==> src/logic/step_sequencer_regs.vh <==
// Constants for the multi-step speed sequencer: offsets, fields, defaults and timing.
// Functional notes
// - Mode 0 stops drive after one cycle.
// - Mode 1 holds last step after cycle.
// - Mode 2 repeats cycles until stop.
// - Power-loss retention resumes saved point.
// - Without power retention restart at step zero.
// - Stop retention resumes from recorded point.
// - Without stop retention restart at step zero.
// - Output targets frequency reference, voltage reference or PID setpoint.
// - Negative step value means reverse direction; the code asserts reverse only for the frequency target.
// - Sixteen signed step values, 0.1 percent.
// - Frequency output scaled by maximum frequency.
// - Voltage output scaled by rated voltage.
// - PID setpoint passes percentage unscaled.
// - Terminal states may select active step.
// - Step duration 0.0 to 6500.0, 0.1 units.
// - Per-step two-bit ramp set selector.
// - Time unit seconds or hours.
// - Step zero source selectable, seven choices.
`ifndef STEP_SEQUENCER_REGS_VH
`define STEP_SEQUENCER_REGS_VH
// ****************************************************************
// Register map
// ****************************************************************
`define ADDR_MODE 8'h00
`define ADDR_RETAIN 8'h01
`define ADDR_UNIT 8'h02
`define ADDR_SRC0 8'h03
`define ADDR_TARGET 8'h04
`define ADDR_MAXFREQ 8'h05
`define ADDR_RATEDV 8'h06
`define ADDR_STATUS 8'h07
`define ADDR_ELAPSED 8'h08
`define ADDR_VALUE_BASE 8'h10
`define ADDR_TIME_BASE 8'h20
`define ADDR_RAMP_BASE 8'h30
// ****************************************************************
// Encodings and limits
// ****************************************************************
`define MODE_STOP 2'h0
`define MODE_HOLD 2'h1
`define MODE_REPEAT 2'h2
`define TGT_FREQ 2'h0
`define TGT_VOLT 2'h1
`define TGT_PID 2'h2
`define VALUE_MAX 16'sh03E8
`define VALUE_MIN -16'sh03E8
`define TIME_MAX 16'hFDE8
`define LAST_STEP 4'hF
`define PERMILLE 32'h000003E8
`define CLK_HZ 50000000
`define TICK_MS 100
`define TICKS_PER_TENTH ((`CLK_HZ / 1000) * `TICK_MS)
`define TENTHS_PER_HOUR_SCALE 36'h000000E10
`define HOUR_LAST 12'hE0F
`define MAXFREQ_RST 16'h1388
`define RATEDV_RST 16'h017C
`endif

==> src/logic/step_sequencer.v <==
// Multi-step speed sequencer with per-step timing, ramp selection and output scaling.
//
// The placing of the registers and the plain strobed port were left to the implementer.
`include "step_sequencer_regs.vh"
`default_nettype none
module step_sequencer #(
  parameter TICK_CYCLES = `TICKS_PER_TENTH
) (
  // Clock and reset
  input wire clock,
  input wire reset_n,
  // Register port
  input wire [7:0] addr,
  input wire [15:0] wdata,
  input wire wr,
  input wire rd,
  output reg [15:0] rdata,
  // Drive commands
  input wire run_cmd,
  input wire stop_cmd,
  input wire power_loss,
  input wire power_up,
  // Terminal step selection
  input wire terminal_sel_en,
  input wire [3:0] terminal_step,
  // Step zero sources, signed 0.1 percent
  input wire [15:0] analog_input_one,
  input wire [15:0] analog_input_two,
  input wire [15:0] analog_input_three,
  input wire [15:0] pulse_input,
  input wire [15:0] pid_output,
  input wire [15:0] keypad_freq,
  // Reference outputs
  output reg running,
  output reg reverse,
  output reg [3:0] active_step,
  output reg [1:0] ramp_set,
  output reg [15:0] freq_ref,
  output reg [15:0] volt_ref,
  output reg [15:0] pid_setpoint,
  output reg cycle_done
);
  // ****************************************************************
  // Configuration storage
  // ****************************************************************
  reg [15:0] value_q [0:15];
  reg [15:0] time_q [0:15];
  reg [1:0] ramp_q [0:15];
  reg [1:0] mode_q;
  reg [1:0] retain_q;
  reg unit_q;
  reg [2:0] src0_q;
  reg [1:0] target_q;
  reg [15:0] maxfreq_q;
  reg [15:0] ratedv_q;
  // ****************************************************************
  // Sequencer state
  // ****************************************************************
  reg [3:0] step_q;
  reg [15:0] tenths_q;
  reg [31:0] tick_q;
  reg [11:0] hour_q;
  reg run_q;
  reg saved_valid_q;
  reg [3:0] saved_step_q;
  reg [15:0] saved_tenths_q;
  reg halted_q;
  wire wr_value = wr && (addr[7:4] == 4'h1);
  wire wr_time = wr && (addr[7:4] == 4'h2);
  wire wr_ramp = wr && (addr[7:4] == 4'h3);
  genvar gi;
  generate
    for (gi = 0; gi < 16; gi = gi + 1) begin : g_step
      always @(posedge clock or negedge reset_n) begin
        if (!reset_n) begin
          value_q[gi] <= 16'h0000;
          time_q[gi] <= 16'h0000;
          ramp_q[gi] <= 2'h0;
        end else begin
          if (wr_value && addr[3:0] == gi) begin
            // Clamp into the signed plus or minus 100.0 percent range.
            if ($signed(wdata) > `VALUE_MAX)
              value_q[gi] <= `VALUE_MAX;
            else if ($signed(wdata) < `VALUE_MIN)
              value_q[gi] <= `VALUE_MIN;
            else
              value_q[gi] <= wdata;
          end
          if (wr_time && addr[3:0] == gi)
            time_q[gi] <= (wdata > `TIME_MAX) ? `TIME_MAX : wdata;
          if (wr_ramp && addr[3:0] == gi)
            ramp_q[gi] <= wdata[1:0];
        end
      end
    end
  endgenerate
  always @(posedge clock or negedge reset_n) begin
    if (!reset_n) begin
      mode_q <= `MODE_STOP;
      retain_q <= 2'h0;
      unit_q <= 1'b0;
      src0_q <= 3'h0;
      target_q <= `TGT_FREQ;
      maxfreq_q <= `MAXFREQ_RST;
      ratedv_q <= `RATEDV_RST;
    end else if (wr) begin
      case (addr)
        `ADDR_MODE: mode_q <= (wdata[1:0] == 2'h3) ? `MODE_STOP : wdata[1:0];
        `ADDR_RETAIN: retain_q <= wdata[1:0];
        `ADDR_UNIT: unit_q <= wdata[0];
        `ADDR_SRC0: src0_q <= (wdata[2:0] == 3'h7) ? 3'h0 : wdata[2:0];
        `ADDR_TARGET: target_q <= (wdata[1:0] == 2'h3) ? `TGT_FREQ : wdata[1:0];
        `ADDR_MAXFREQ: maxfreq_q <= wdata;
        `ADDR_RATEDV: ratedv_q <= wdata;
        default: mode_q <= mode_q;
      endcase
    end
  end
  // ****************************************************************
  // Step zero source and active value
  // ****************************************************************
  reg [15:0] step0_val;
  always @* begin
    case (src0_q)
      3'h1: step0_val = analog_input_one;
      3'h2: step0_val = analog_input_two;
      3'h3: step0_val = analog_input_three;
      3'h4: step0_val = pulse_input;
      3'h5: step0_val = pid_output;
      3'h6: step0_val = keypad_freq;
      default: step0_val = value_q[0];
    endcase
  end
  // Terminal selection overrides the timed step for the reference value, active_step and ramp_set.
  wire [3:0] sel_step = terminal_sel_en ? terminal_step : step_q;
  wire [15:0] sel_val = (sel_step == 4'h0) ? step0_val : value_q[sel_step];
  // ****************************************************************
  // Time base: one tick per 0.1 s, or per 0.1 h when hours are chosen
  // ****************************************************************
  wire tick_wrap = (tick_q == TICK_CYCLES - 1);
  wire hour_wrap = (hour_q == `HOUR_LAST);
  wire unit_tick = tick_wrap && (!unit_q || hour_wrap);
  wire step_end = run_q && !terminal_sel_en && (tenths_q >= time_q[step_q]);
  always @(posedge clock or negedge reset_n) begin
    if (!reset_n) begin
      tick_q <= 32'h00000000;
      hour_q <= 12'h000;
    end else if (!run_q || halted_q) begin
      tick_q <= 32'h00000000;
      hour_q <= 12'h000;
    end else if (tick_wrap) begin
      tick_q <= 32'h00000000;
      hour_q <= (!unit_q || hour_wrap) ? 12'h000 : hour_q + 12'h001;
    end else begin
      tick_q <= tick_q + 32'h00000001;
    end
  end
  // ****************************************************************
  // Step sequencing and retention
  // ****************************************************************
  always @(posedge clock or negedge reset_n) begin
    if (!reset_n) begin
      step_q <= 4'h0;
      tenths_q <= 16'h0000;
      run_q <= 1'b0;
      halted_q <= 1'b0;
      saved_valid_q <= 1'b0;
      saved_step_q <= 4'h0;
      saved_tenths_q <= 16'h0000;
      cycle_done <= 1'b0;
    end else begin
      cycle_done <= 1'b0;
      if (power_loss) begin
        run_q <= 1'b0;
        halted_q <= 1'b0;
        saved_valid_q <= retain_q[0];
        saved_step_q <= step_q;
        saved_tenths_q <= tenths_q;
      end else if (power_up) begin
        // The saved point survives only when power retention is on.
        if (!retain_q[0]) begin
          saved_valid_q <= 1'b0;
          step_q <= 4'h0;
          tenths_q <= 16'h0000;
        end
      end else if (stop_cmd && run_q) begin
        run_q <= 1'b0;
        halted_q <= 1'b0;
        saved_valid_q <= retain_q[1];
        saved_step_q <= step_q;
        saved_tenths_q <= tenths_q;
      end else if (run_cmd && !run_q) begin
        run_q <= 1'b1;
        halted_q <= 1'b0;
        if (saved_valid_q) begin
          step_q <= saved_step_q;
          tenths_q <= saved_tenths_q;
        end else begin
          step_q <= 4'h0;
          tenths_q <= 16'h0000;
        end
      end else if (run_q && !halted_q) begin
        if (step_end) begin
          tenths_q <= 16'h0000;
          if (step_q != `LAST_STEP) begin
            step_q <= step_q + 4'h1;
          end else begin
            cycle_done <= 1'b1;
            saved_valid_q <= 1'b0;
            case (mode_q)
              `MODE_HOLD: halted_q <= 1'b1;
              `MODE_REPEAT: step_q <= 4'h0;
              default: begin
                run_q <= 1'b0;
                step_q <= 4'h0;
              end
            endcase
          end
        end else if (unit_tick) begin
          tenths_q <= tenths_q + 16'h0001;
        end
      end
    end
  end
  // ****************************************************************
  // Output scaling
  // ****************************************************************
  wire neg = sel_val[15];
  wire [15:0] mag = neg ? (16'h0000 - sel_val) : sel_val;
  wire [31:0] fprod = mag * maxfreq_q;
  wire [31:0] vprod = mag * ratedv_q;
  // A magnitude of at most 1000 per mille keeps the quotient inside 16 bits.
  wire [31:0] fquot = fprod / `PERMILLE;
  wire [31:0] vquot = vprod / `PERMILLE;
  wire [15:0] fscaled = fquot[15:0];
  wire [15:0] vscaled = vquot[15:0];
  always @(posedge clock or negedge reset_n) begin
    if (!reset_n) begin
      running <= 1'b0;
      reverse <= 1'b0;
      active_step <= 4'h0;
      ramp_set <= 2'h0;
      freq_ref <= 16'h0000;
      volt_ref <= 16'h0000;
      pid_setpoint <= 16'h0000;
    end else begin
      running <= run_q;
      active_step <= sel_step;
      ramp_set <= ramp_q[sel_step];
      reverse <= run_q && (target_q == `TGT_FREQ) && neg;
      freq_ref <= (run_q && target_q == `TGT_FREQ) ? fscaled : 16'h0000;
      volt_ref <= (run_q && target_q == `TGT_VOLT) ? vscaled : 16'h0000;
      pid_setpoint <= (target_q == `TGT_PID) ? sel_val : 16'h0000;
    end
  end
  // ****************************************************************
  // Register read
  // ****************************************************************
  always @(posedge clock or negedge reset_n) begin
    if (!reset_n) begin
      rdata <= 16'h0000;
    end else if (rd) begin
      case (addr[7:4])
        4'h1: rdata <= value_q[addr[3:0]];
        4'h2: rdata <= time_q[addr[3:0]];
        4'h3: rdata <= {14'h0000, ramp_q[addr[3:0]]};
        4'h0: begin
          case (addr)
            `ADDR_MODE: rdata <= {14'h0000, mode_q};
            `ADDR_RETAIN: rdata <= {14'h0000, retain_q};
            `ADDR_UNIT: rdata <= {15'h0000, unit_q};
            `ADDR_SRC0: rdata <= {13'h0000, src0_q};
            `ADDR_TARGET: rdata <= {14'h0000, target_q};
            `ADDR_MAXFREQ: rdata <= maxfreq_q;
            `ADDR_RATEDV: rdata <= ratedv_q;
            `ADDR_STATUS: rdata <= {9'h000, saved_valid_q, halted_q, run_q, step_q};
            `ADDR_ELAPSED: rdata <= tenths_q;
            default: rdata <= 16'h0000;
          endcase
        end
        default: rdata <= 16'h0000;
      endcase
    end else begin
      rdata <= 16'h0000;
    end
  end
endmodule
`default_nettype wire

==> config.mk <==
export PLATFORM = sky130hd
export DESIGN_NAME = step_sequencer
export DESIGN_NICKNAME = d
export VERILOG_FILES = /design/src/logic/step_sequencer.v
export VERILOG_INCLUDE_DIRS = /design/src /design/src/logic
export SDC_FILE = /design/constraint.sdc
export NUM_CORES = 2
export LEC_CHECK = 0
export ABC_AREA = 1
export BUFFER_PORTS_ARGS = -buffer_cell sky130_fd_sc_hd__buf_2
export CAP_MARGIN = 20
export CORE_MARGIN = 2
export CORE_UTILIZATION = 55
export DETAILED_ROUTE_END_ITERATION = 7
export HOLD_SLACK_MARGIN = 0.08
export PLACE_DENSITY = 0.75
export REMOVE_ABC_BUFFERS = 1
export SLEW_MARGIN = 10
export SYNTH_ARGS = -nofsm -noshare
export SYNTH_HDL_FRONTEND = slang
export SYNTH_SLANG_ARGS = --single-unit
==> constraint.sdc <==
create_clock -name clock -period 17.4 [get_ports clock]
set_clock_uncertainty 0.15 [all_clocks]
set_input_delay 0.87 -clock clock [delete_from_list [all_inputs] [get_ports clock]]
set_output_delay 0.87 -clock clock [all_outputs]
set_load 0.05 [all_outputs]
==> metrics.md <==
| Metric | Value |
|---|---|
| Post-synth cell types | `87` |
| FFs w/ async S/R, synth | `100%` |
| Nets | `11207` |
| Vias in the first global route | `71226` |
| Via count | `72405` |
| Final ANT Viol Nets | `0` |
| Fmax | `49.1 MHz` |
| CTS buffer count | `83` |
| Largest net degree at the start of global routing | `162` |
| Initial antenna violation count | `14` |
| Rows | `128` |
| Most frequent cells in the layout | `1643 x nand2_1, 1262 x inv_1, 1240 x buf_4, 1043 x o21ai_0, 733 x dfrtp_1` |
| FF+latch count, synth | `746` |
| Drt pass-1 iters | `8` |
| CP max FO | `7` |
| Crit Path Category | `flop to flop` |
| Met1 Usage GRT | `45.4%` |
| Violated checks | `design-rule violations, negative setup slack` |
| GR Overflow Total | `0` |
| DIE AREA | `126000 um2` |
| Crit path arrival time | `20.86 ns` |
| Leading cell type in the layout, fill and taps excluded | `nand2_1` |
| Minimum hold slack | `0.328 ns` |
| Core area | `122000 um2` |
| Mean Syn Cell Area | `7.34 um2` |
| Routing usage on met2 | `60.3%` |
| Fraction of layout cells with a size suffix above 1 | `29.9%` |
| # H-tree levels | `3` |
| Sequential cell area fraction in the yosys report | `27.6%` |
| Setup slack after layout | `-2.98 ns` |
| EDFF count, synth | `0` |
| Hold violation total from the final report | `0` |
| Startpoint types | `flop` |
| Hold Crit Class | `input pin to flop` |
| First-pass GRT wire length | `379000 um` |
| Die width | `355 um` |
| Final Setup Violations | `14` |
| # clock sinks | `746` |
| DRT iter0 DRCs | `8882` |
| Req. time, crit path | `17.87 ns` |
| Critical path's most frequent cell | `nand2_4` |
| Fin crit period | `20.38 ns` |
| Worst slew margin | `15.2%` |
| Clock transition at path regs | `0.06 ns` |
| CTS tree | `yes` |
| Worst-Margin Slew | `1.26 ns` |
| CP endpoint kind | `flop` |
| Final TNS setup | `-24.54 ns` |
| Warnings from Yosys | `0` |
| Placer congestion estimate | `0.999` |
| Clk_lat worst skew | `0.73 ns` |
| Busiest grt layer | `met2` |
| GRT met3 Usage | `11.2%` |
| Worst slack, placed | `-3.42 ns` |
| Initial Util | `55.5%` |
| Detailed-placement wirelength estimate | `167000 um` |
| GRT Overall Usage | `37.8%` |
| Final core occ | `71.2%` |
| Post-Route WL | `251000 um` |
| IO Pins | `206` |
| Crit-path max cell delay | `0.60 ns` |
| Area delta synth->final | `28.3%` |
| Slowest CP cell | `fa_2` |
| Die Y | `355 um` |
| RSZ-0062 raised after global routing | `true` |
| Most used flip-flop cell after synthesis | `dfrtp_1` |
| Drt wl/cell | `20.6 um` |
| Clk buf depth | `3` |
| Slew Limit Fails | `0` |
| Post-synthesis cell count | `9226` |
| Via density | `5.96` |
| Post-Syn Area | `67700 um2` |
| # DRC | `24` |
| Run status | `finished, violations left` |
| Period Utilization, post-route | `117%` |
| IO buf count | `205` |
| Clock Tree Root | `clkbuf_16` |
| Max-cap violations | `0` |
## metrics by stage
| step | area, um2 | instances |
|---|---|---|
| 5_1_grt | 86900 | 12150 |
| 3_3_place_gp | 77800 | 11739 |
| 2_1_floorplan | 66200 | 8822 |
| 3_5_place_dp | 77800 | 11739 |
| 4_1_cts | 84000 | 12040 |
| 6_report | 86900 | 12154 |
## metal layers
layer  wire (um)  vias to the layer above
met5         138                        -
met4       17300                       18
met3       29900                     1279
met2      114000                     4648
met1       89100                    34203
li1            -                    32257
## worst paths after layout
| kind | startpoint | end | slack, ns | depth (start not counted) |
|---|---|---|---|---|
| worst max-delay path | step_q[0]$_DFFE_PN0P_ | freq_ref[0]$_DFF_PN0_ | -2.98 | 148 |
| worst min-delay path | power_loss | saved_valid_q$_DFFE_PN0P_ | 0.33 | 3 |
| worst max register to register | step_q[0]$_DFFE_PN0P_ | freq_ref[0]$_DFF_PN0_ | -2.98 | 148 |
| worst min register to register | tick_q[0]$_DFF_PN0_ | tick_q[0]$_DFF_PN0_ | 0.33 | 1 |
| max in group asynchronous | reset_n | volt_ref[13]$_DFF_PN0_ | 13.61 | 6 |
| min in group asynchronous | reset_n | value_q[173]$_DFFE_PN0P_ | 0.61 | 2 |
## Yosys cell counts, drive strengths merged (2+ instances only)
cell	instances	area share, %
nand2	2209	15
inv	1461	8.2
o21ai	1173	8.9
nor2	804	5.1
dfrtp	735	27
nand3	540	5.1
a21oi	414	3.2
fa	388	11
clkbuf	367	2.0
ha	231	4.3
o22ai	172	1.6
a22oi	95	1.1
xor2	92	1.2
nor3	59	0.51
nand4	57	0.57
clkinv	41	0.25
buf	36	0.22
o211ai	34	0.38
a31oi	29	0.27
o21bai	26	0.32
xnor2	26	0.34
o221ai	24	0.31
o41ai	24	0.31
nand3b	20	0.25
nor4	18	0.18
a22o	16	0.21
or2	15	0.14
a221oi	14	0.18
and2	12	0.12
a41oi	11	0.14
dfstp	11	0.43
a21o	9	0.10
o2111ai	9	0.13
a2111oi	8	0.10
o31ai	7	0.085
a21boi	6	0.072
a32o	5	0.074
o21a	5	0.055
a211oi	4	0.044
a221o	4	0.059
a311oi	2	0.026
bufinv	2	0.052
nor3b	2	0.022
## area by class of cell
class,count,area [um2]
fillers,9201,35100
repair buffers,1545,11900
well taps,1625,2030
flip-flops and latches,746,18700
repair inverters,1,6.26
diodes,7,17.5
clock inverters,32,400
multi-input cells,6574,45600
inverters,1504,5830
clock buffers,120,2440
## state kept, by name, indices dropped and copies added, names as in the netlist, 3 cells and up
name            flops
active_step         4
freq_ref           16
hour_q             12
maxfreq_q          16
pid_setpoint       16
ramp_q             32
ratedv_q           16
rdata              16
saved_step_q        4
saved_tenths_q     16
src0_q              3
step_q              4
tenths_q           16
tick_q             32
time_q            256
value_q           256
volt_ref           16
## what timing repair did
| item | CTS | global route |
|---|---|---|
| resized for setup | 500 | 507 |
| hold buffers | 1 | 0 |
| gates cloned | 5 | 2 |
| setup buffers | 145 | 102 |
| setup endpoints to repair | 14 | 18 |
| pin swaps | 274 | 338 |
| hold endpoints to repair | 83 | 0 |
## critical path, delay by kind of cell (launching register included)
kind | cells | cell delay [ns]
DFF | 1 | 0.50
xor gates and xnor gates | 1 | 0.16
AOI/OAI and AO/OA | 21 | 3.47
and+or+nand+nor | 91 | 9.86
buffers and inverters | 27 | 2.57
adders and majority gates | 8 | 3.52
## logic make-up after synthesis
group,synth area share (%)
flops,27.6
compound gates,17.7
buf+inv,10.7
xor+xnor,1.54
simple gates,26.7
fa+ha+maj,15.7
Power is not shown: default switching activity piles up to over one toggle a cycle in this logic, so the estimate is an artifact.
